### config.mk
export PLATFORM = sky130hd
export DESIGN_NAME = hdlc_interrupt_status
export DESIGN_NICKNAME = d
export VERILOG_FILES = /design/src/hdl/hdlc_irq_pkg.sv /design/src/hdl/hdlc_interrupt_status.sv
export SDC_FILE = /design/constraint.sdc
export NUM_CORES = 1
export LEC_CHECK = 0
export ABC_CLOCK_PERIOD_IN_PS = 6200
export BUFFER_PORTS_ARGS = -buffer_cell sky130_fd_sc_hd__buf_2
export CORE_ASPECT_RATIO = 1.2
export CORE_UTILIZATION = 39
export DETAILED_ROUTE_END_ITERATION = 10
export GPL_TIMING_DRIVEN = 0
export PLACE_DENSITY = 0.63
export SETUP_SLACK_MARGIN = 0.5
export SYNTH_ARGS = -nofsm -noshare
export SYNTH_HDL_FRONTEND = slang
export SYNTH_SLANG_ARGS = --single-unit
### constraint.sdc
create_clock -name clock -period 6.2 [get_ports clock]
set_clock_uncertainty 0.15 [all_clocks]
set_input_delay 0 -clock clock [delete_from_list [all_inputs] [get_ports clock]]
set_output_delay 0 -clock clock [all_outputs]
set_load 0.05 [all_outputs]
### src/hdl/hdlc_irq_pkg.sv
// Constants, field positions and carrier types of the HDLC interrupt status block.
// Assumes one clock domain and a plain strobe register port with 7-bit byte addresses.
package hdlc_irq_pkg;

  // ----------------------------------------------------------------
  // Register map
  // ----------------------------------------------------------------
  localparam int ADDR_W = 7;                        // Byte address width
  localparam logic [6:0] CH_STRIDE = 7'h40;         // Channel B offset
  localparam logic [6:0] OFS_MODE = 7'h30;          // Channel mode bits
  localparam logic [6:0] OFS_MASK0 = 7'h34;         // Receive event mask
  localparam logic [6:0] OFS_MASK1 = 7'h35;         // Transmit/loop event mask
  localparam logic [6:0] OFS_LINE = 7'h36;          // Live line state
  localparam logic [6:0] OFS_RX_STAT = 7'h3A;       // Receive event status
  localparam logic [6:0] OFS_TX_STAT = 7'h3B;       // Transmit/loop event status
  localparam logic [6:0] ADR_GCFG = 7'h38;          // Global config, visibility
  localparam logic [6:0] ADR_GSUM = 7'h39;          // Global event summary
  localparam logic [7:0] ISR_RESET = 8'h00;         // Status reset value
  localparam logic [7:0] RD_UNMAPPED = 8'h00;       // Unmapped read answer

  // ----------------------------------------------------------------
  // Field positions
  // ----------------------------------------------------------------
  localparam int B0_MSG_END = 7;
  localparam int B0_FRM_START = 6;
  localparam int B0_REMOTE = 5;
  localparam int B0_PROTO = 4;
  localparam int B0_SYNC = 3;
  localparam int B0_CARRIER = 2;
  localparam int B0_FRM_OVF = 1;
  localparam int B0_POOL = 0;
  localparam int B1_POLL_END = 7;
  localparam int B1_LOOP_OVF = 6;
  localparam int B1_ACTIVE_SENT = 5;
  localparam int B1_UNDERRUN = 4;
  localparam int B1_TIMER = 3;
  localparam int B1_CTS = 2;
  localparam int B1_REPEAT = 1;
  localparam int B1_POOL_RDY = 0;
  localparam int M_AUTO = 0;
  localparam int M_INTMODE = 1;
  localparam int M_LOOP = 2;
  localparam int M_DPLL_RX = 3;
  localparam int M_DPLL_CODE = 4;
  localparam int M_DPLL_TX = 5;

  // ----------------------------------------------------------------
  // Counts and vector codes
  // ----------------------------------------------------------------
  localparam logic [5:0] POOL_BYTES = 6'h20;        // Receive pool size
  localparam logic [1:0] START_DELAY = 2'h2;        // Bytes after frame start
  localparam logic [7:0] VEC_A_MSG_END = 8'h07;     // Vector {ch,reg,bit}

  // Loop state, Gray along off-wait-on-active
  typedef enum logic [1:0] {
    LOOP_OFF = 2'h0,
    LOOP_WAIT = 2'h1,
    LOOP_ON = 2'h3,
    LOOP_ACTIVE = 2'h2
  } loop_e;

  // Per-channel events and levels from the receiver and transmitter
  typedef struct packed {
    logic byte_valid;
    logic [7:0] byte_data;
    logic frame_end;
    logic [7:0] frame_status;
    logic start_detect;
    logic [7:0] header;
    logic [7:0] address;
    logic sup_rx;
    logic sup_rnr;
    logic nr_error;
    logic s_with_i;
    logic dpll_locked;
    logic carrier;
    logic fifo_full;
    logic poll_end_rx;
    logic go_on_loop;
    logic go_active;
    logic leave_active;
    logic rx_overflow;
    logic all_sent;
    logic tx_underrun;
    logic timer_expiry;
    logic cts;
    logic repeat_req;
    logic pool_ready;
    logic rx_bit;
    logic bit_strobe;
  } chan_in_s;

  // Per-channel registered outputs
  typedef struct packed {
    logic fifo_push;
    logic [7:0] fifo_data;
    logic [4:0] byte_count;
    logic [7:0] hdr_copy;
    logic [7:0] addr_byte;
    logic [3:0] status_low;
    logic rx_enable;
    logic tx_hold;
    logic txd;
    logic on_loop;
  } chan_out_s;

endpackage : hdlc_irq_pkg

### src/hdl/hdlc_interrupt_status.sv
// Two-channel HDLC interrupt status: event flags, masks, vectors and loop repeat.
// Assumes event inputs are one-cycle pulses synchronous to clock, levels are synchronous.
//
// Operation
// - Receive status at 3A/7A, zero after reset
// - Transmit status at 3B/7B, zero after reset
// - Reading receive status clears all bits
// - Vector output clears message end, pool full
// - Visibility on: masked events flag, no interrupt
// - Message end when frame tail stored
// - Append status byte, expose stored count
// - Frame start flag two bytes after start
// - Header, address, status nibble valid at flag
// - Auto mode: remote ready change flagged
// - Auto mode: bad N(R) or S-frame I-field
// - DPLL coding: flag synchronisation loss
// - Unsynchronised DPLL disables receive, holds transmit
// - Carrier edge flags, level readable
// - Whole frame discarded flags overflow
// - Interrupt mode: 32 bytes unfinished frame
// - Reading transmit status clears; vector clears pool ready
// - Transmit status bits 7..5 change meaning in loop mode
// - Visibility applies to transmit status too
// - Loop mode: end-of-poll flagged
// - On-loop after command plus poll end
// - On loop, repeat RxD with one bit delay
`timescale 1ns/1ps

module hdlc_interrupt_status
(
  input wire logic clock,
  input wire logic sys_rst,
  input wire logic [6:0] addr,
  input wire logic [7:0] wr_data,
  input wire logic wr_en,
  input wire logic rd_en,
  output logic [7:0] rd_data,
  input wire logic ack,
  output logic vec_valid,
  output logic [7:0] vec,
  output logic irq,
  input wire hdlc_irq_pkg::chan_in_s [1:0] chan_in,
  output hdlc_irq_pkg::chan_out_s [1:0] chan_out
);

  // ----------------------------------------------------------------
  // State
  // ----------------------------------------------------------------
  typedef struct packed {
    logic [7:0] rx_stat;                // Receive event status
    logic [7:0] tx_stat;                // Transmit/loop event status
    logic [7:0] mask0;                  // One masks a receive event
    logic [7:0] mask1;                  // One masks a transmit event
    logic [5:0] mode;                   // Channel mode bits
    logic cd;                           // Last carrier level
    logic cts;                          // Last clear-to-send level
    logic lock;                         // Last DPLL lock level
    logic rnr;                          // Remote not ready
    logic [5:0] cnt;                    // Bytes of current pool block
    logic [1:0] start_cnt;              // Bytes since frame start
    logic discard;                      // Current frame dropped
    logic stored_any;                   // Current frame has a stored byte
    logic active_arm;                   // Go-active awaiting poll end
    hdlc_irq_pkg::loop_e loop;          // Loop state
    hdlc_irq_pkg::chan_out_s o;         // Registered outputs
  } chan_s;

  typedef struct packed {
    chan_s [1:0] ch;
    logic mask_vis;                     // Masked events still flag
    logic [7:0] rdata;
    logic irq;
    logic vec_valid;
    logic [7:0] vec;
  } state_s;

  state_s state_ff;
  state_s nxt_state;
  logic [1:0][7:0] ev0;                 // Raw receive events this cycle
  logic [1:0][7:0] ev1;                 // Raw transmit events this cycle
  logic [1:0] byte_ok;                  // Data byte stored this cycle
  logic any_pend;                       // Unmasked pending anywhere

  // ----------------------------------------------------------------
  // Functions
  // ----------------------------------------------------------------
  // Highest set bit: {found, index}
  function automatic logic [3:0] top_bit(input logic [7:0] v);
    logic [3:0] r;
    r = 4'h0;
    for (int i = 0; i < 8; i++)
    begin
      if (v[i])
        r = {1'b1, i[2:0]};
    end
    return r;
  endfunction : top_bit

  // Per-channel register match
  function automatic logic reg_hit(input logic [6:0] a, input logic c, input logic [6:0] ofs);
    return a == (c ? ofs + hdlc_irq_pkg::CH_STRIDE : ofs);
  endfunction : reg_hit

  // ----------------------------------------------------------------
  // Next state
  // ----------------------------------------------------------------
  // Events, register access, vectoring and loop control
  always_comb
  begin
    logic [7:0] gate0;
    logic [7:0] gate1;
    logic [7:0] clr0;
    logic [7:0] clr1;
    logic dpll_on;
    logic loop_md;
    logic done;
    logic [3:0] tb;
    nxt_state = state_ff;
    gate0 = 8'h00;
    gate1 = 8'h00;
    clr0 = 8'h00;
    clr1 = 8'h00;
    dpll_on = 1'b0;
    loop_md = 1'b0;
    done = 1'b0;
    tb = 4'h0;
    ev0 = '0;
    ev1 = '0;
    byte_ok = 2'h0;
    any_pend = 1'b0;
    nxt_state.vec_valid = 1'b0;
    nxt_state.rdata = hdlc_irq_pkg::RD_UNMAPPED;
    // Global registers
    if (wr_en && addr == hdlc_irq_pkg::ADR_GCFG)
      nxt_state.mask_vis = wr_data[0];
    if (rd_en && addr == hdlc_irq_pkg::ADR_GCFG)
      nxt_state.rdata = {7'h00, state_ff.mask_vis};
    // Interrupt vector on acknowledge, channel A first, receive first
    for (int c = 0; c < 2; c++)
    begin
      tb = top_bit(state_ff.ch[c].rx_stat & ~state_ff.ch[c].mask0);
      if (ack && !done && tb[3])
      begin
        done = 1'b1;
        nxt_state.vec_valid = 1'b1;
        nxt_state.vec = {3'h0, c[0], 1'b0, tb[2:0]};
      end
      tb = top_bit(state_ff.ch[c].tx_stat & ~state_ff.ch[c].mask1);
      if (ack && !done && tb[3])
      begin
        done = 1'b1;
        nxt_state.vec_valid = 1'b1;
        nxt_state.vec = {3'h0, c[0], 1'b1, tb[2:0]};
      end
    end
    for (int c = 0; c < 2; c++)
    begin
      dpll_on = state_ff.ch[c].mode[hdlc_irq_pkg::M_DPLL_RX] && state_ff.ch[c].mode[hdlc_irq_pkg::M_DPLL_CODE];
      loop_md = state_ff.ch[c].mode[hdlc_irq_pkg::M_LOOP];
      nxt_state.ch[c].o.fifo_push = 1'b0;
      // Receive FIFO feed: whole frame dropped if full at its first byte
      if (chan_in[c].byte_valid)
      begin
        if (!state_ff.ch[c].stored_any && chan_in[c].fifo_full)
          nxt_state.ch[c].discard = 1'b1;
        else if (!state_ff.ch[c].discard && !chan_in[c].fifo_full)
          byte_ok[c] = 1'b1;
      end
      if (byte_ok[c])
      begin
        nxt_state.ch[c].o.fifo_push = 1'b1;
        nxt_state.ch[c].o.fifo_data = chan_in[c].byte_data;
        nxt_state.ch[c].stored_any = 1'b1;
        // Pool of 32 bytes of an unfinished frame
        if (state_ff.ch[c].cnt == hdlc_irq_pkg::POOL_BYTES - 6'h01)
        begin
          nxt_state.ch[c].cnt = 6'h00;
          ev0[c][hdlc_irq_pkg::B0_POOL] = state_ff.ch[c].mode[hdlc_irq_pkg::M_INTMODE];
        end
        else
          nxt_state.ch[c].cnt = state_ff.ch[c].cnt + 6'h01;
      end
      // Frame start raised after two stored bytes, snapshots taken together
      if (chan_in[c].start_detect)
        nxt_state.ch[c].start_cnt = 2'h1;
      else if (byte_ok[c] && state_ff.ch[c].start_cnt != 2'h0)
      begin
        if (state_ff.ch[c].start_cnt == hdlc_irq_pkg::START_DELAY)
        begin
          nxt_state.ch[c].start_cnt = 2'h0;
          ev0[c][hdlc_irq_pkg::B0_FRM_START] = 1'b1;
          nxt_state.ch[c].o.hdr_copy = chan_in[c].header;
          nxt_state.ch[c].o.addr_byte = chan_in[c].address;
          nxt_state.ch[c].o.status_low = chan_in[c].frame_status[3:0];
        end
        else
          nxt_state.ch[c].start_cnt = state_ff.ch[c].start_cnt + 2'h1;
      end
      // Frame end: status byte appended, message end or overflow
      if (chan_in[c].frame_end)
      begin
        nxt_state.ch[c].stored_any = 1'b0;
        nxt_state.ch[c].discard = 1'b0;
        nxt_state.ch[c].start_cnt = 2'h0;
        nxt_state.ch[c].cnt = 6'h00;
        if (state_ff.ch[c].discard)
          ev0[c][hdlc_irq_pkg::B0_FRM_OVF] = 1'b1;
        else
        begin
          nxt_state.ch[c].o.fifo_push = 1'b1;
          nxt_state.ch[c].o.fifo_data = chan_in[c].frame_status;
          ev0[c][hdlc_irq_pkg::B0_MSG_END] = 1'b1;
        end
      end
      nxt_state.ch[c].o.byte_count = nxt_state.ch[c].cnt[4:0];
      // Auto mode supervisory events
      if (state_ff.ch[c].mode[hdlc_irq_pkg::M_AUTO])
      begin
        if (chan_in[c].sup_rx && chan_in[c].sup_rnr != state_ff.ch[c].rnr)
        begin
          nxt_state.ch[c].rnr = chan_in[c].sup_rnr;
          ev0[c][hdlc_irq_pkg::B0_REMOTE] = 1'b1;
        end
        ev0[c][hdlc_irq_pkg::B0_PROTO] = chan_in[c].nr_error || chan_in[c].s_with_i;
      end
      // DPLL lock loss and its effect on the data paths
      nxt_state.ch[c].lock = chan_in[c].dpll_locked;
      ev0[c][hdlc_irq_pkg::B0_SYNC] = dpll_on && state_ff.ch[c].lock && !chan_in[c].dpll_locked;
      nxt_state.ch[c].o.rx_enable = !(dpll_on && !chan_in[c].dpll_locked);
      nxt_state.ch[c].o.tx_hold = dpll_on && state_ff.ch[c].mode[hdlc_irq_pkg::M_DPLL_TX]
                                  && !chan_in[c].dpll_locked;
      // Line level changes
      nxt_state.ch[c].cd = chan_in[c].carrier;
      ev0[c][hdlc_irq_pkg::B0_CARRIER] = chan_in[c].carrier != state_ff.ch[c].cd;
      nxt_state.ch[c].cts = chan_in[c].cts;
      ev1[c][hdlc_irq_pkg::B1_CTS] = chan_in[c].cts != state_ff.ch[c].cts;
      ev1[c][hdlc_irq_pkg::B1_UNDERRUN] = chan_in[c].tx_underrun;
      ev1[c][hdlc_irq_pkg::B1_TIMER] = chan_in[c].timer_expiry;
      ev1[c][hdlc_irq_pkg::B1_REPEAT] = chan_in[c].repeat_req;
      ev1[c][hdlc_irq_pkg::B1_POOL_RDY] = chan_in[c].pool_ready;
      // Loop mode state machine, bits 7..5 change meaning
      if (!loop_md)
      begin
        nxt_state.ch[c].loop = hdlc_irq_pkg::LOOP_OFF;
        nxt_state.ch[c].active_arm = 1'b0;
        ev1[c][hdlc_irq_pkg::B1_LOOP_OVF] = chan_in[c].rx_overflow;
        ev1[c][hdlc_irq_pkg::B1_ACTIVE_SENT] = chan_in[c].all_sent;
      end
      else
      begin
        ev1[c][hdlc_irq_pkg::B1_POLL_END] = chan_in[c].poll_end_rx;
        case (state_ff.ch[c].loop)
          hdlc_irq_pkg::LOOP_OFF:
          begin
            if (chan_in[c].go_on_loop)
              nxt_state.ch[c].loop = hdlc_irq_pkg::LOOP_WAIT;
          end
          hdlc_irq_pkg::LOOP_WAIT:
          begin
            // Go-on-loop takes effect only at poll end
            if (chan_in[c].poll_end_rx)
            begin
              nxt_state.ch[c].loop = hdlc_irq_pkg::LOOP_ON;
              ev1[c][hdlc_irq_pkg::B1_LOOP_OVF] = 1'b1;
            end
          end
          hdlc_irq_pkg::LOOP_ON:
          begin
            if (chan_in[c].go_active)
              nxt_state.ch[c].active_arm = 1'b1;
            if (chan_in[c].poll_end_rx && state_ff.ch[c].active_arm)
            begin
              nxt_state.ch[c].active_arm = 1'b0;
              nxt_state.ch[c].loop = hdlc_irq_pkg::LOOP_ACTIVE;
              ev1[c][hdlc_irq_pkg::B1_ACTIVE_SENT] = 1'b1;
            end
          end
          hdlc_irq_pkg::LOOP_ACTIVE:
          begin
            // Back to repeating also flags on-loop
            if (chan_in[c].leave_active)
            begin
              nxt_state.ch[c].loop = hdlc_irq_pkg::LOOP_ON;
              ev1[c][hdlc_irq_pkg::B1_LOOP_OVF] = 1'b1;
            end
          end
          default:
          begin
            nxt_state.ch[c].loop = hdlc_irq_pkg::LOOP_OFF;
          end
        endcase
      end
      // Bit repeater with one bit period delay
      nxt_state.ch[c].o.on_loop = nxt_state.ch[c].loop == hdlc_irq_pkg::LOOP_ON;
      if (state_ff.ch[c].loop != hdlc_irq_pkg::LOOP_ON)
        nxt_state.ch[c].o.txd = 1'b1;
      else if (chan_in[c].bit_strobe)
        nxt_state.ch[c].o.txd = chan_in[c].rx_bit;
      // Per-channel registers
      if (wr_en && reg_hit(addr, c[0], hdlc_irq_pkg::OFS_MODE))
        nxt_state.ch[c].mode = wr_data[5:0];
      if (wr_en && reg_hit(addr, c[0], hdlc_irq_pkg::OFS_MASK0))
        nxt_state.ch[c].mask0 = wr_data;
      if (wr_en && reg_hit(addr, c[0], hdlc_irq_pkg::OFS_MASK1))
        nxt_state.ch[c].mask1 = wr_data;
      if (rd_en && reg_hit(addr, c[0], hdlc_irq_pkg::OFS_MODE))
        nxt_state.rdata = {2'h0, state_ff.ch[c].mode};
      if (rd_en && reg_hit(addr, c[0], hdlc_irq_pkg::OFS_MASK0))
        nxt_state.rdata = state_ff.ch[c].mask0;
      if (rd_en && reg_hit(addr, c[0], hdlc_irq_pkg::OFS_MASK1))
        nxt_state.rdata = state_ff.ch[c].mask1;
      if (rd_en && reg_hit(addr, c[0], hdlc_irq_pkg::OFS_LINE))
        nxt_state.rdata = {3'h0, state_ff.ch[c].loop == hdlc_irq_pkg::LOOP_ON, state_ff.ch[c].cts,
                           !state_ff.ch[c].lock, state_ff.ch[c].rnr, state_ff.ch[c].cd};
      // Status reads return old contents then clear
      clr0 = 8'h00;
      clr1 = 8'h00;
      if (rd_en && reg_hit(addr, c[0], hdlc_irq_pkg::OFS_RX_STAT))
      begin
        nxt_state.rdata = state_ff.ch[c].rx_stat;
        clr0 = 8'hFF;
      end
      if (rd_en && reg_hit(addr, c[0], hdlc_irq_pkg::OFS_TX_STAT))
      begin
        nxt_state.rdata = state_ff.ch[c].tx_stat;
        clr1 = 8'hFF;
      end
      // Vector output clears its self-clearing source
      if (nxt_state.vec_valid && nxt_state.vec[4] == c[0])
      begin
        if (!nxt_state.vec[3] && (nxt_state.vec[2:0] == 3'h7 || nxt_state.vec[2:0] == 3'h0))
          clr0[nxt_state.vec[2:0]] = 1'b1;
        if (nxt_state.vec[3] && nxt_state.vec[2:0] == 3'h0)
          clr1[hdlc_irq_pkg::B1_POOL_RDY] = 1'b1;
      end
      // Masked events set only with visibility on; set beats clear
      gate0 = ev0[c] & ({8{state_ff.mask_vis}} | ~state_ff.ch[c].mask0);
      gate1 = ev1[c] & ({8{state_ff.mask_vis}} | ~state_ff.ch[c].mask1);
      nxt_state.ch[c].rx_stat = (state_ff.ch[c].rx_stat & ~clr0) | gate0;
      nxt_state.ch[c].tx_stat = (state_ff.ch[c].tx_stat & ~clr1) | gate1;
      // Pending uses the masks that stand after this edge, so a mask write never leaves irq stale
      any_pend = any_pend || |(nxt_state.ch[c].rx_stat & ~nxt_state.ch[c].mask0)
                 || |(nxt_state.ch[c].tx_stat & ~nxt_state.ch[c].mask1);
    end
    // Global summary hides masked statuses
    if (rd_en && addr == hdlc_irq_pkg::ADR_GSUM)
      nxt_state.rdata = {4'h0, |(state_ff.ch[1].tx_stat & ~state_ff.ch[1].mask1),
                         |(state_ff.ch[1].rx_stat & ~state_ff.ch[1].mask0),
                         |(state_ff.ch[0].tx_stat & ~state_ff.ch[0].mask1),
                         |(state_ff.ch[0].rx_stat & ~state_ff.ch[0].mask0)};
    nxt_state.irq = any_pend;
  end

  // ----------------------------------------------------------------
  // Registers
  // ----------------------------------------------------------------
  // Whole state, constant reset
  always_ff @(posedge clock or posedge sys_rst)
  begin
    if (sys_rst)
      state_ff <= '0;
    else
      state_ff <= nxt_state;
  end

  // Outputs straight from flip-flops
  assign rd_data = state_ff.rdata;
  assign irq = state_ff.irq;
  assign vec_valid = state_ff.vec_valid;
  assign vec = state_ff.vec;
  assign chan_out[0] = state_ff.ch[0].o;
  assign chan_out[1] = state_ff.ch[1].o;
endmodule : hdlc_interrupt_status

; Word level (Yosys, flattened, before mapping)
; Index checks and enable logic that the tools add are counted.
[classes]
bitwise = 41
n_addsub = 4
eq_ne = 39
n_mux = 157
multipliers = 0
reduce_logical = 109
div = 0
shift = 0
magnitude_cmp = 2
[op_table]
columns = cell, count
row1 = $mux W8, 24
row2 = $and A8 B8 Y8, 16
row3 = $mux W4, 32
row4 = $not A8 Y8, 12
row5 = $mux W9, 10
row6 = $or A8 B8 Y8, 10
row7 = $reduce_or A8 Y1, 8
row8 = $mux W1, 59
row9 = $eq A7 B6 Y1 const B, 8
row10 = $logic_and A1 B1 Y1, 55
row11 = $eq A7 B7 Y1 const B, 6
row12 = $mux W2, 16
row13 = $mux W6, 5
row14 = $mux W10, 2
row15 = $reduce_bool A2 Y1, 10
row16 = $eq A2 B2 Y1 const B, 8
row17 = $logic_not A1 Y1, 16
row18 = $pmux W2 S4, 2
row19 = $add A6 B1 Y6 const B, 2
row20 = $eq A6 B5 Y1 const B, 2
row21 = $mux W3, 4
row22 = $reduce_and A2 Y1, 6
row23 = $logic_or A1 B1 Y1, 6
row24 = $ne A1 B1 Y1, 6
row25 = 16 further kinds, 27
[word_totals]
register_bits = 195
latchBits = 0
inputBits = 130
mem_bits_rw = 0
memories = 0
output_inout_bits = 94
mem_bits_ro = 0
word_cells = 408

; Logic depth before layout (Yosys ltp)
; Gate-level depths: netlist of run 1.
[depth]
word_depth = 39
depth_mapped = 11

; Worst setup path after synthesis of run 1
; OpenSTA, ideal clock, no wires.
[synth_timing]
path_kind = reg-to-reg
from = register state_ff[199] in the netlist's numbering
to = register state_ff (netlist bit irq)
path_stages_with_launch = 10
required_ns = 5.911
arrival_time_ns = 2.502
slack_ns = 3.409
cell_sequence = dfrtp_1 -> nor2b_1 -> a2111oi_4 -> nand2_2 -> buf_4 -> or4_4 -> a21oi_2 -> and3_1 -> o22ai_1 -> or4_1
[synth_lines]
columns = element, line_no
row1 = from (decl), hdlc_interrupt_status.sv:77  ; state_s state_ff;
row2 = from (signal assigned), hdlc_interrupt_status.sv:363  ; state_ff <= nxt_state;

==> flow_summary.yaml, run 1 <==
status:
  status: "completed"
placed_design:
  routabilityCongestion: 0.9600
  dpl.hpwl_mm: 23.20
  portBuffers: 219
global_route:
  grt_max_degree: 114
  grt_use_total_pct: 24.79
  grt_pass1_vias: 9425
  grt_pass1_wl_mm: 51.07
  overflow: 0
  antenna_found_initial: 0
pwr:
  vdd_drop_max_uv: 208.5
  p_total_mw: 3.372
  power_density_mw_per_mm2: 246.1
  p_leak_nw: 6.579
synth:
  synthCells: 1009
  yosysWarningCount: 0
  syn_area_sq_mm: 0.01027
  synth_cell_type_count: 81
  dominantRegCellSynth: "dfrtp_1"
  ys_ff_latch: 192
  ys_seq_area_share_pct: 46.76
  synth_edf_count: 0
  synth_async_sr_flop_share_pct: 100.0
  syn_avg_cell_area_sq_um: 10.18
sta:
  hold_violations: 0
  worst_pin_slew_ps: 853.2
  max_freq_mhz: 262.7
  max-slew-margin-rel_pct: 43.12
  fin_crit_sh_pct: 61.40
  slew_viol_final: 0
  rsz0062_at_grt: "no"
  whs_ps: 14.96
  setup_violations: 0
  min_period_ps: 3807
cells_and_area:
  seqCellArea_sq_mm: 0.004805
  mostFrequentLayoutCells: "buf_2, dfrtp_1, dlygate4sd3_1"
  multi_input_area_sq_mm: 0.004466
  insertedDiodeCount: 0
  drive_gt1_share_pct: 32.26
  nets: 1522
  mostFrequentLayoutCell: "buf_2"
  fillers: 2321
  area_delta_synth_final_pct: 33.39
detailed_routing:
  route.detailed.drc: 0
  wl_mm: 32.38
  via_per_inst: 5.285
  wl_per_cell_microns: 18.77
  dr.pass1.iters: 5
  antenna_left: 0
  via_count: 9116
  drtIter0Drc: 576
worst_setup_path:
  startpoint: "state_ff[18]"
  reg2reg_from: "state_ff[18]"
  startpoint_type: "flip-flop"
  worstPathArrival_ps: 3950
  worst-path-max-fanout: 10
  required_ps: 6340
  worstReg2RegEnd: "irq"
  rr_worst_depth: 9
  worstSetupPathType: "reg -> reg"
  r2r_slack_ps: 2390
  endpoint_kind: "flip-flop"
cts:
  clock_latency_ps: 450
  clock_sinks: 192
  htree_levels: 4
  cts.path.max_buffers: 2
  hold_buffers: 132
  ctsResizeCount: 0
  cts_setup_buffers: 0
  cts_made_buffers: 17
  clockRootBuffer: "clkbuf_16"
  cts_tree: "built"
  clk_pin_slew_ps: 80
run:
  cap_violations: 0
die:
  core_area_sq_mm: 0.02570
  die_w_microns: 150.2
  start_util_pct: 39.97
  rows: 64
  die_area_sq_mm: 0.02700
  io_pins: 224
  die_h_microns: 179.8
min_path:
  worstHoldPathCells: 5
  hp-class: "in -> reg"
  hold_end: "state_ff[102]"
  worstHoldStart: "chan_in[9]"
==> state kept, by name, indices dropped and copies added, names as in the netlist <==
signal and cells:
rd_data 8, state_ff 111, irq 1, chan_out 66, vec_valid 1, vec 5
==> report_power, final <==
part,switching [mW],leakage (nW),internal (mW)
sequential,0.102,2.41,1.36
clock,0.539,0.282,0.539
combinational,0.476,3.89,0.359
==> area by class of cell <==
type / instances / area share (%)
multi-input combinational: 648 / 32.58
clock inverter: 14 / 0.8673
inverter: 48 / 1.369
clock buffer: 18 / 3.204
timing repair buffer: 352 / 17.84
tap: 330 / 3.013
buffer: 123 / 6.071
sequential: 192 / 35.06
==> worst max-delay path, stage by stage, from the launching register on <==
cell	delay [ps]
dfrtp_1	420
inv_1	210
clkbuf_1	640
nand2_1	110
a22o_1	270
a222oi_1	370
o2111ai_1	220
nor4_1	530
nand4_1	150
or4_1	580
==> worst max-delay path by stage <==
stage,to,slack (ps),cells past startpoint
floorplan,chan_out[0],820,1
detailed placement,irq,2430,9
global placement,rd_data[2],-1680,2
global route,irq,2180,9
finish,irq,2390,9
CTS,irq,2410,9
==> kinds of logic (layout without fill, tap and decap cells) <==
group,count (synthesis),count (layout),share of synthesized area [%]
simple gates,313,313,16.09
compound gates,220,220,15.40
flops,192,192,46.76
buf+inv,171,555,9.851
mux,91,91,9.705
xor+xnor,11,11,0.9376
fa+ha+maj,10,10,1.218
other cells,1,3,0.03650
==> cells in the mapped netlist (4+ instances only) <==
master,count,share of area [%]
dfrtp_1,192,47
nand2_1,105,3.8
buf_4,94,6.9
mux2_2,69,7.6
nor2_1,58,2.1
inv_1,48,1.8
a21oi_1,47,2.3
nand2b_1,30,1.8
a22oi_1,28,2.0
o21ai_0,26,1.3
clkbuf_1,25,0.91
nor2b_1,25,1.5
mux2i_1,22,2.1
a31oi_1,17,1.0
nand3_1,17,0.83
a221o_1,11,1.1
ha_1,10,1.2
nand4_1,10,0.61
nor3_1,10,0.49
a221oi_1,8,0.68
o22ai_1,8,0.49
a21o_1,7,0.51
a22o_1,7,0.60
and2_1,7,0.43
o21a_1,7,0.51
a32o_1,6,0.58
or2_2,6,0.37
xnor2_1,6,0.51
nor4_1,5,0.30
xor2_1,5,0.43
a211oi_1,4,0.29
a222oi_1,4,0.39
a32oi_1,4,0.34
and3_1,4,0.24
and4b_1,4,0.39
==> through the flow <==
step | utilization [%] | TNS (ps) | setup slack [ps] | area [sq um] | std cells
6_report | 53.32 | 0 | 2393 | 13710 | 1725
5_1_grt | 53.32 | 0 | 2181 | 13710 | 1725
4_1_cts | 53.32 | 0 | 2412 | 13710 | 1725
3_5_place_dp | 46.01 | 0 | 2427 | 11830 | 1561
3_3_place_gp | 45.87 | -320180 | -1679 | 11790 | 1560
2_1_floorplan | - | 0 | 822.8 | 10280 | 1011
==> layer usage <==
layer	global-route usage [%]	routed length, microns	vias up	part of all wire (%)
li1	-	-	4252	-
met1	30.53	13300	4410	41
met2	41.76	15860	389	49
met3	4.569	1940	65	6.0
met4	11.15	1281	0	4.0
met5	0	0	-	0
Note: power is estimated with default switching activity, not from simulation.
==> inputs of run 2 (changes only) <==
--- a/config.mk
+++ b/config.mk
@@ -5,13 +5,14 @@
 export SDC_FILE = /design/constraint.sdc
 export NUM_CORES = 1
 export LEC_CHECK = 0
-export ABC_CLOCK_PERIOD_IN_PS = 6200
+export ABC_AREA = 1
+export ABC_CLOCK_PERIOD_IN_PS = 3700
 export BUFFER_PORTS_ARGS = -buffer_cell sky130_fd_sc_hd__buf_2
 export CORE_ASPECT_RATIO = 1.2
 export CORE_UTILIZATION = 39
 export DETAILED_ROUTE_END_ITERATION = 10
 export GPL_TIMING_DRIVEN = 0
-export PLACE_DENSITY = 0.63
+export PLACE_DENSITY = 0.62
 export SETUP_SLACK_MARGIN = 0.5
 export SYNTH_ARGS = -nofsm -noshare
 export SYNTH_HDL_FRONTEND = slang
==> constraint.sdc (replaced) <==
create_clock -name clock -period 3.7 [get_ports clock]
set_clock_uncertainty 0.15 [all_clocks]
set_input_delay 0 -clock clock [delete_from_list [all_inputs] [get_ports clock]]
set_output_delay 0 -clock clock [all_outputs]
set_load 0.05 [all_outputs]
==> flow_summary.yaml, run 2 <==
detailed_routing:
  antenna_left: 0
  via_per_inst: 4.909
  wl_per_cell_microns: 15.72
  drtIter0Drc: 752
  wl_mm: 32.22
  via_count: 10060
  route.detailed.drc: 19
  dr.pass1.iters: 8
synth:
  synth_xor_area_share_pct: 0.9944
  dominantRegCellSynth: "dfrtp_1"
  synth-simple-area-share_pct: 25.91
  ys_seq_area_share_pct: 45.46
  ys_ff_latch: 192
  synth_async_sr_flop_share_pct: 100.0
  synth_commonest_cells: "nand2_1, dfrtp_1, inv_1"
  synth_edf_count: 0
  yosysTopAreaCellShare_pct: 45.46
  syn_area_sq_mm: 0.01057
  synth_cell_type_count: 61
  yosys-top-cells-area: "dfrtp_1, nand2_1, buf_4"
  synth_top_family_by_area: "simple AND/OR/NAND/NOR gates"
  syn_avg_cell_area_sq_um: 8.161
  synth.area.mux_share_pct: 0.2131
  synthAdderAreaFrac_pct: 1.184
  synth.largest_area_cell: "dfrtp_1"
  synth_compound_area_share_pct: 12.83
  synthCells: 1295
  yosysWarningCount: 0
  yosys.cell_count.top_type: "nand2_1"
cells_and_area:
  largest_reg_flops: 111
  top_register: "state_ff"
  area_delta_synth_final_pct: 36.37
  drive_gt1_share_pct: 27.52
  fin_cells: 2050
  mostFrequentLayoutCell: "nand2_1"
  insertedDiodeCount: 0
  fillers: 2458
  nets: 1842
  fin_area_sq_mm: 0.01441
  mostFrequentLayoutCells: "nand2_1, buf_2, dfrtp_1"
cts:
  clockRootBuffer: "clkbuf_16"
  cts_made_buffers: 17
  cts_setup_buffers: 0
  htree_levels: 4
  clock_latency_ps: 440
  clock_sinks: 192
  clk_pin_slew_ps: 80
  cts.path.max_buffers: 2
  cts_tree: "built"
sta:
  worst_pin_slew_ps: 948.9
  tns_ps: 0
  fin_crit_sh_pct: 81.23
  rsz0062_at_grt: "no"
  min_period_ps: 3006
  hold_violations: 0
  setup_violations: 0
  whs_ps: 16.84
  slew_viol_final: 0
  max_freq_mhz: 332.7
  max-slew-margin-rel_pct: 36.16
die:
  core_area_sq_mm: 0.02643
  die_area_sq_mm: 0.02776
  io_pins: 224
  die_h_microns: 182.3
  die_w_microns: 152.3
  rows: 65
  start_util_pct: 39.99
worst_setup_path:
  worstSetupPathType: "reg -> reg"
  startpoint_type: "flip-flop"
  required_ps: 3850
  worst-path-max-fanout: 10
  worstPathArrival_ps: 3160
  endpoint_kind: "flip-flop"
min_path:
  hp-class: "in -> async"
pwr:
  internal-power_mw: 3.792
  seqPwrFrac_pct: 42.3
  swShare_pct: 33.27
  power_density_mw_per_mm2: 394.3
  p_sw_mw: 1.891
  vdd_drop_max_uv: 292.9
  clkPwrFrac_pct: 32.9
  p_leak_nw: 7.465
  power_frac_comb_pct: 24.9
global_route:
  grt_pass1_vias: 9909
  grt_pass1_wl_mm: 51.53
  grt_use_total_pct: 23.61
  overflow: 0
  grt_max_degree: 38
  antenna_found_initial: 0
placed_design:
  dpl.hpwl_mm: 23.47
  dp.cells: 1857
  dpl-instance-area_sq_mm: 0.01222
  portBuffers: 219
  routabilityCongestion: 0.9242
run:
  cap_violations: 0
status:
  violations: "design-rule violations"
  status: "finished with violations"
==> run 2: cell count changes after synthesis, moves of 23 or more <==
cell      before  now
nand2_1      105  361
a22oi_1       28    2
nand2b_1      30    0
inv_1         48  120
mux2_2        69    2
inv_2          0   30
o21ai_0       26   85
nand2_2        1   28
nand3_1       17   61
nor2b_1       25    2
==> run 2: logic make-up (layout without fill, tap and decap cells) <==
kind of cell             Yosys count  in the layout
buffers and inverters            274            692
adder cells (fa/ha/maj)           10             10
flip-flops                       192            192
multiplexers                       2              2
XOR/XNOR                          12             12
AO/OA/AOI/OAI                    222            222
other                              1              3
AND/OR/NAND/NOR                  582            582
==> run 2: critical path, stage by stage, from the launching register on <==
cell,delay [ps]
dfrtp_1,460
clkbuf_2,340
o221ai_1,240
dlygate4sd3_1,590
o21ai_2,70
o211ai_1,190
inv_1,90
nor3_1,190
nand2_1,120
nor2_1,140
nand2_1,100
nor2_1,100
nand2_1,100
==> run 2: timing repair <==
action,CTS,global route
endpoints found under the setup margin,0,1
hold endpoints to repair,254,0
gates resized for setup,0,5
hold buffers,161,0
==> run 2: stage by stage <==
step / total power, mW / utilization [%] / worst slack (ps)
after floorplan: 3.313 / - / 1074
after global placement: 3.648 / 45.76 / -322.8
after detailed placement: 3.681 / 46.22 / 1096
after CTS: 5.702 / 54.52 / 603.1
after global routing: 5.934 / 54.53 / 557.9
final: 5.683 / 54.53 / 694.4
==> run 2: power groups by stage <==
stage,registers (mW),clock network (mW),logic [mW]
5_1_grt,2.42,1.98,1.53
2_1_floorplan,2.41,0,0.906
3_3_place_gp,2.44,0,1.21
4_1_cts,2.40,1.90,1.40
6_report,2.40,1.87,1.41
3_5_place_dp,2.44,0,1.24
==> run 2: worst paths after layout <==
| path | slack [ps] | startpoint | depth (start not counted) | end |
|---|---|---|---|---|
| hold reg to reg | 320 | chan_out[21] | 2 | chan_out[21] |
| setup reg to reg | 690 | state_ff[18] | 12 | irq |
| hold / removal | 20 | sys_rst | 3 | chan_out[34] |
| min in group clock | 60 | addr[6] | 5 | state_ff[176] |
| setup / recovery | 690 | state_ff[18] | 12 | irq |
| max in group asynchronous | 2410 | sys_rst | 6 | state_ff[190] |
==> run 2: area by class of cell <==
cell class	count	area, sq um	share of cell area, %
Clock buffer	18	439.2	3.047
Timing Repair Buffer	386	2828	19.62
Clock inverter	14	143.9	0.9983
Inverter	157	599.3	4.158
Buffer	117	819.5	5.686
Tap cell	335	419.2	2.908
Multi-Input combinational cell	831	4359	30.25
Sequential cell	192	4805	33.34
==> run 2: metal layers <==
layer / vias up / share of wire, % / GRT usage (%)
met4: 0 / 2.0 / 6.082
met2: 340 / 50 / 42.45
li1: 4918 / - / -
met1: 4755 / 42 / 29.67
met5: - / 0 / 0
met3: 51 / 5.4 / 3.253
==> inputs of run 3 (changes only) <==
--- a/config.mk
+++ b/config.mk
@@ -5,14 +5,14 @@
 export SDC_FILE = /design/constraint.sdc
 export NUM_CORES = 1
 export LEC_CHECK = 0
-export ABC_AREA = 1
-export ABC_CLOCK_PERIOD_IN_PS = 3700
+export ABC_AREA = 0
+export ABC_CLOCK_PERIOD_IN_PS = 2900
 export BUFFER_PORTS_ARGS = -buffer_cell sky130_fd_sc_hd__buf_2
 export CORE_ASPECT_RATIO = 1.2
 export CORE_UTILIZATION = 39
 export DETAILED_ROUTE_END_ITERATION = 10
 export GPL_TIMING_DRIVEN = 0
-export PLACE_DENSITY = 0.62
+export PLACE_DENSITY = 0.63
 export SETUP_SLACK_MARGIN = 0.5
 export SYNTH_ARGS = -nofsm -noshare
 export SYNTH_HDL_FRONTEND = slang
==> constraint.sdc (replaced) <==
create_clock -name clock -period 2.9 [get_ports clock]
set_clock_uncertainty 0.15 [all_clocks]
set_input_delay 0 -clock clock [delete_from_list [all_inputs] [get_ports clock]]
set_output_delay 0 -clock clock [all_outputs]
set_load 0.05 [all_outputs]
==> flow_summary.yaml, run 3 (same netlist as run 1, synthesis figures left out) <==
cts:
  clock_sinks: 192
  clockRootBuffer: "clkbuf_16"
  cts_made_buffers: 17
  cts_tree: "built"
  cts.path.max_buffers: 2
  clock_latency_ps: 440
  htree_levels: 4
  clk_pin_slew_ps: 70
die:
  die_w_microns: 150.2
  rows: 64
  io_pins: 224
  core_area_sq_mm: 0.02570
  die_h_microns: 179.8
  die_area_sq_mm: 0.02700
  start_util_pct: 39.97
cells_and_area:
  drive_gt1_share_pct: 39.12
  fin_area_sq_mm: 0.01454
  mostFrequentLayoutCell: "buf_2"
  largest_reg_flops: 111
  nets: 1567
  area_delta_synth_final_pct: 41.52
  insertedDiodeCount: 0
  top_register: "state_ff"
  fin_cells: 1769
  mostFrequentLayoutCells: "buf_2, dfrtp_1, buf_4"
placed_design:
  dp.cells: 1566
  routabilityCongestion: 0.8984
  dpl.hpwl_mm: 23.77
  dpl-instance-area_sq_mm: 0.01198
  portBuffers: 219
  dp_slack_ps: -760.3
sta:
  max-slew-margin-rel_pct: 43.57
  setup_ws_ps: -260.0
  slew_viol_final: 0
  max_freq_mhz: 316.5
  setup_violations: 2
  rsz0062_at_grt: "yes"
  whs_ps: 15.82
  worst_pin_slew_ps: 843.3
  hold_violations: 0
  min_period_ps: 3160
  fin_crit_sh_pct: 109.0
global_route:
  overflow: 0
  antenna_found_initial: 0
  grt_pass1_vias: 9904
  grt_max_degree: 33
  grt_pass1_wl_mm: 53.27
  grt_use_total_pct: 25.62
worst_setup_path:
  worstSetupPathType: "reg -> reg"
  worstPathCellList: "inv_1 -> buf_4 -> nand2_1 -> a22o_1 -> a222oi_1 -> o2111ai_1 -> nor4_2 -> nand4_1 -> or4_4"
  endpoint_kind: "flip-flop"
  required_ps: 3050
  startpoint_type: "flip-flop"
  critPathMaxStageDelay_ps: 560
  worst-path-max-fanout: 10
  worstPathArrival_ps: 3310
  cp_slowest_cell: "or4_4"
pwr:
  power_density_mw_per_mm2: 526.5
  vdd_drop_max_uv: 450.9
  p_total_mw: 7.656
  p_leak_nw: 7.004
detailed_routing:
  via_per_inst: 5.388
  dr.pass1.iters: 7
  route.detailed.drc: 0
  antenna_left: 0
  wl_mm: 33.75
  via_count: 9532
  wl_per_cell_microns: 19.08
  drtIter0Drc: 593
run:
  cap_violations: 0
status:
  status: "finished with violations"
  violations: "negative setup slack"
min_path:
  hp-class: "in -> reg"
## run 3: cell count changes in the layout (fill, tap and decap cells not counted), sizes merged, moves of 12 or more
cell and change:
mux2 +67, buf +47, mux2i +22, a21oi +12, a22oi +26, inv -108, dlygate4sd3 -35, nand3 -50
o21ai -82, nand2b +30, nor2b +23, nand2 -292, nor2 -19, o211ai -22
## run 3: metrics by stage
stage / setup TNS [ps] / utilization [%]
final: -281.7 / 56.57
after global routing: -457.7 / 56.57
after CTS: -335.6 / 55.70
after detailed placement: -1004 / 46.61
after global placement: -205120 / 46.12
after floorplan: 0 / -
## run 3: layer usage
layer | vias to the layer above | wire length, microns | global-route usage, %
met3 | 99 | 2268 | 5.406
met4 | 0 | 1472 | 12.16
met2 | 440 | 16650 | 43.69
met1 | 4639 | 13360 | 30.40
li1 | 4354 | - | -
met5 | - | 0 | 0
## run 3: critical path: cells and delay by family (launching register included)
kind | cells | cell delay (ps)
and+or+nand+nor | 4 | 1110
DFF | 1 | 410
AOI/OAI and AO/OA | 3 | 860
buffers and inverters | 2 | 490
## run 3: final cells by class
type | count | area, sq um
fillers | 2238 | 11160
multi-input cells | 648 | 4843
flip-flops and latches | 192 | 4811
repair buffers | 397 | 2841
plain buffers | 123 | 848.3
clock buffers | 19 | 442.9
well taps | 330 | 412.9
inverters | 48 | 183.9
clock inverters | 12 | 157.7
## run 3: path summary, 6_finish.rpt
check | startpoint | end | slack, ps | cells after the start
max | state_ff[18] | irq | -260 | 9
min | addr[0] | state_ff[18] | 20 | 7
max reg2reg | state_ff[18] | irq | -260 | 9
min reg2reg | chan_out[4] | chan_out[4] | 360 | 1
max in group asynchronous | sys_rst | state_ff[195] | 1530 | 6
min in group asynchronous | sys_rst | state_ff[58] | 70 | 3
## run 3: repair_timing
| item | 4_1_cts | 5_1_grt |
|---|---|---|
| hold buffers | 126 | 0 |
| endpoints found under the setup margin | 8 | 40 |
| endpoints found under the hold margin | 242 | 0 |
| resized for setup | 55 | 36 |
| buffers inserted | 31 | 15 |
| pin swaps | 24 | 28 |
## run 3: power breakdown
part | internal, mW | switching (mW) | leakage (nW)
sequential | 2.91 | 0.207 | 2.40
clock | 1.38 | 1.08 | 0.298
combinational | 0.938 | 1.14 | 4.30
total | 5.23 | 2.43 | 7.00
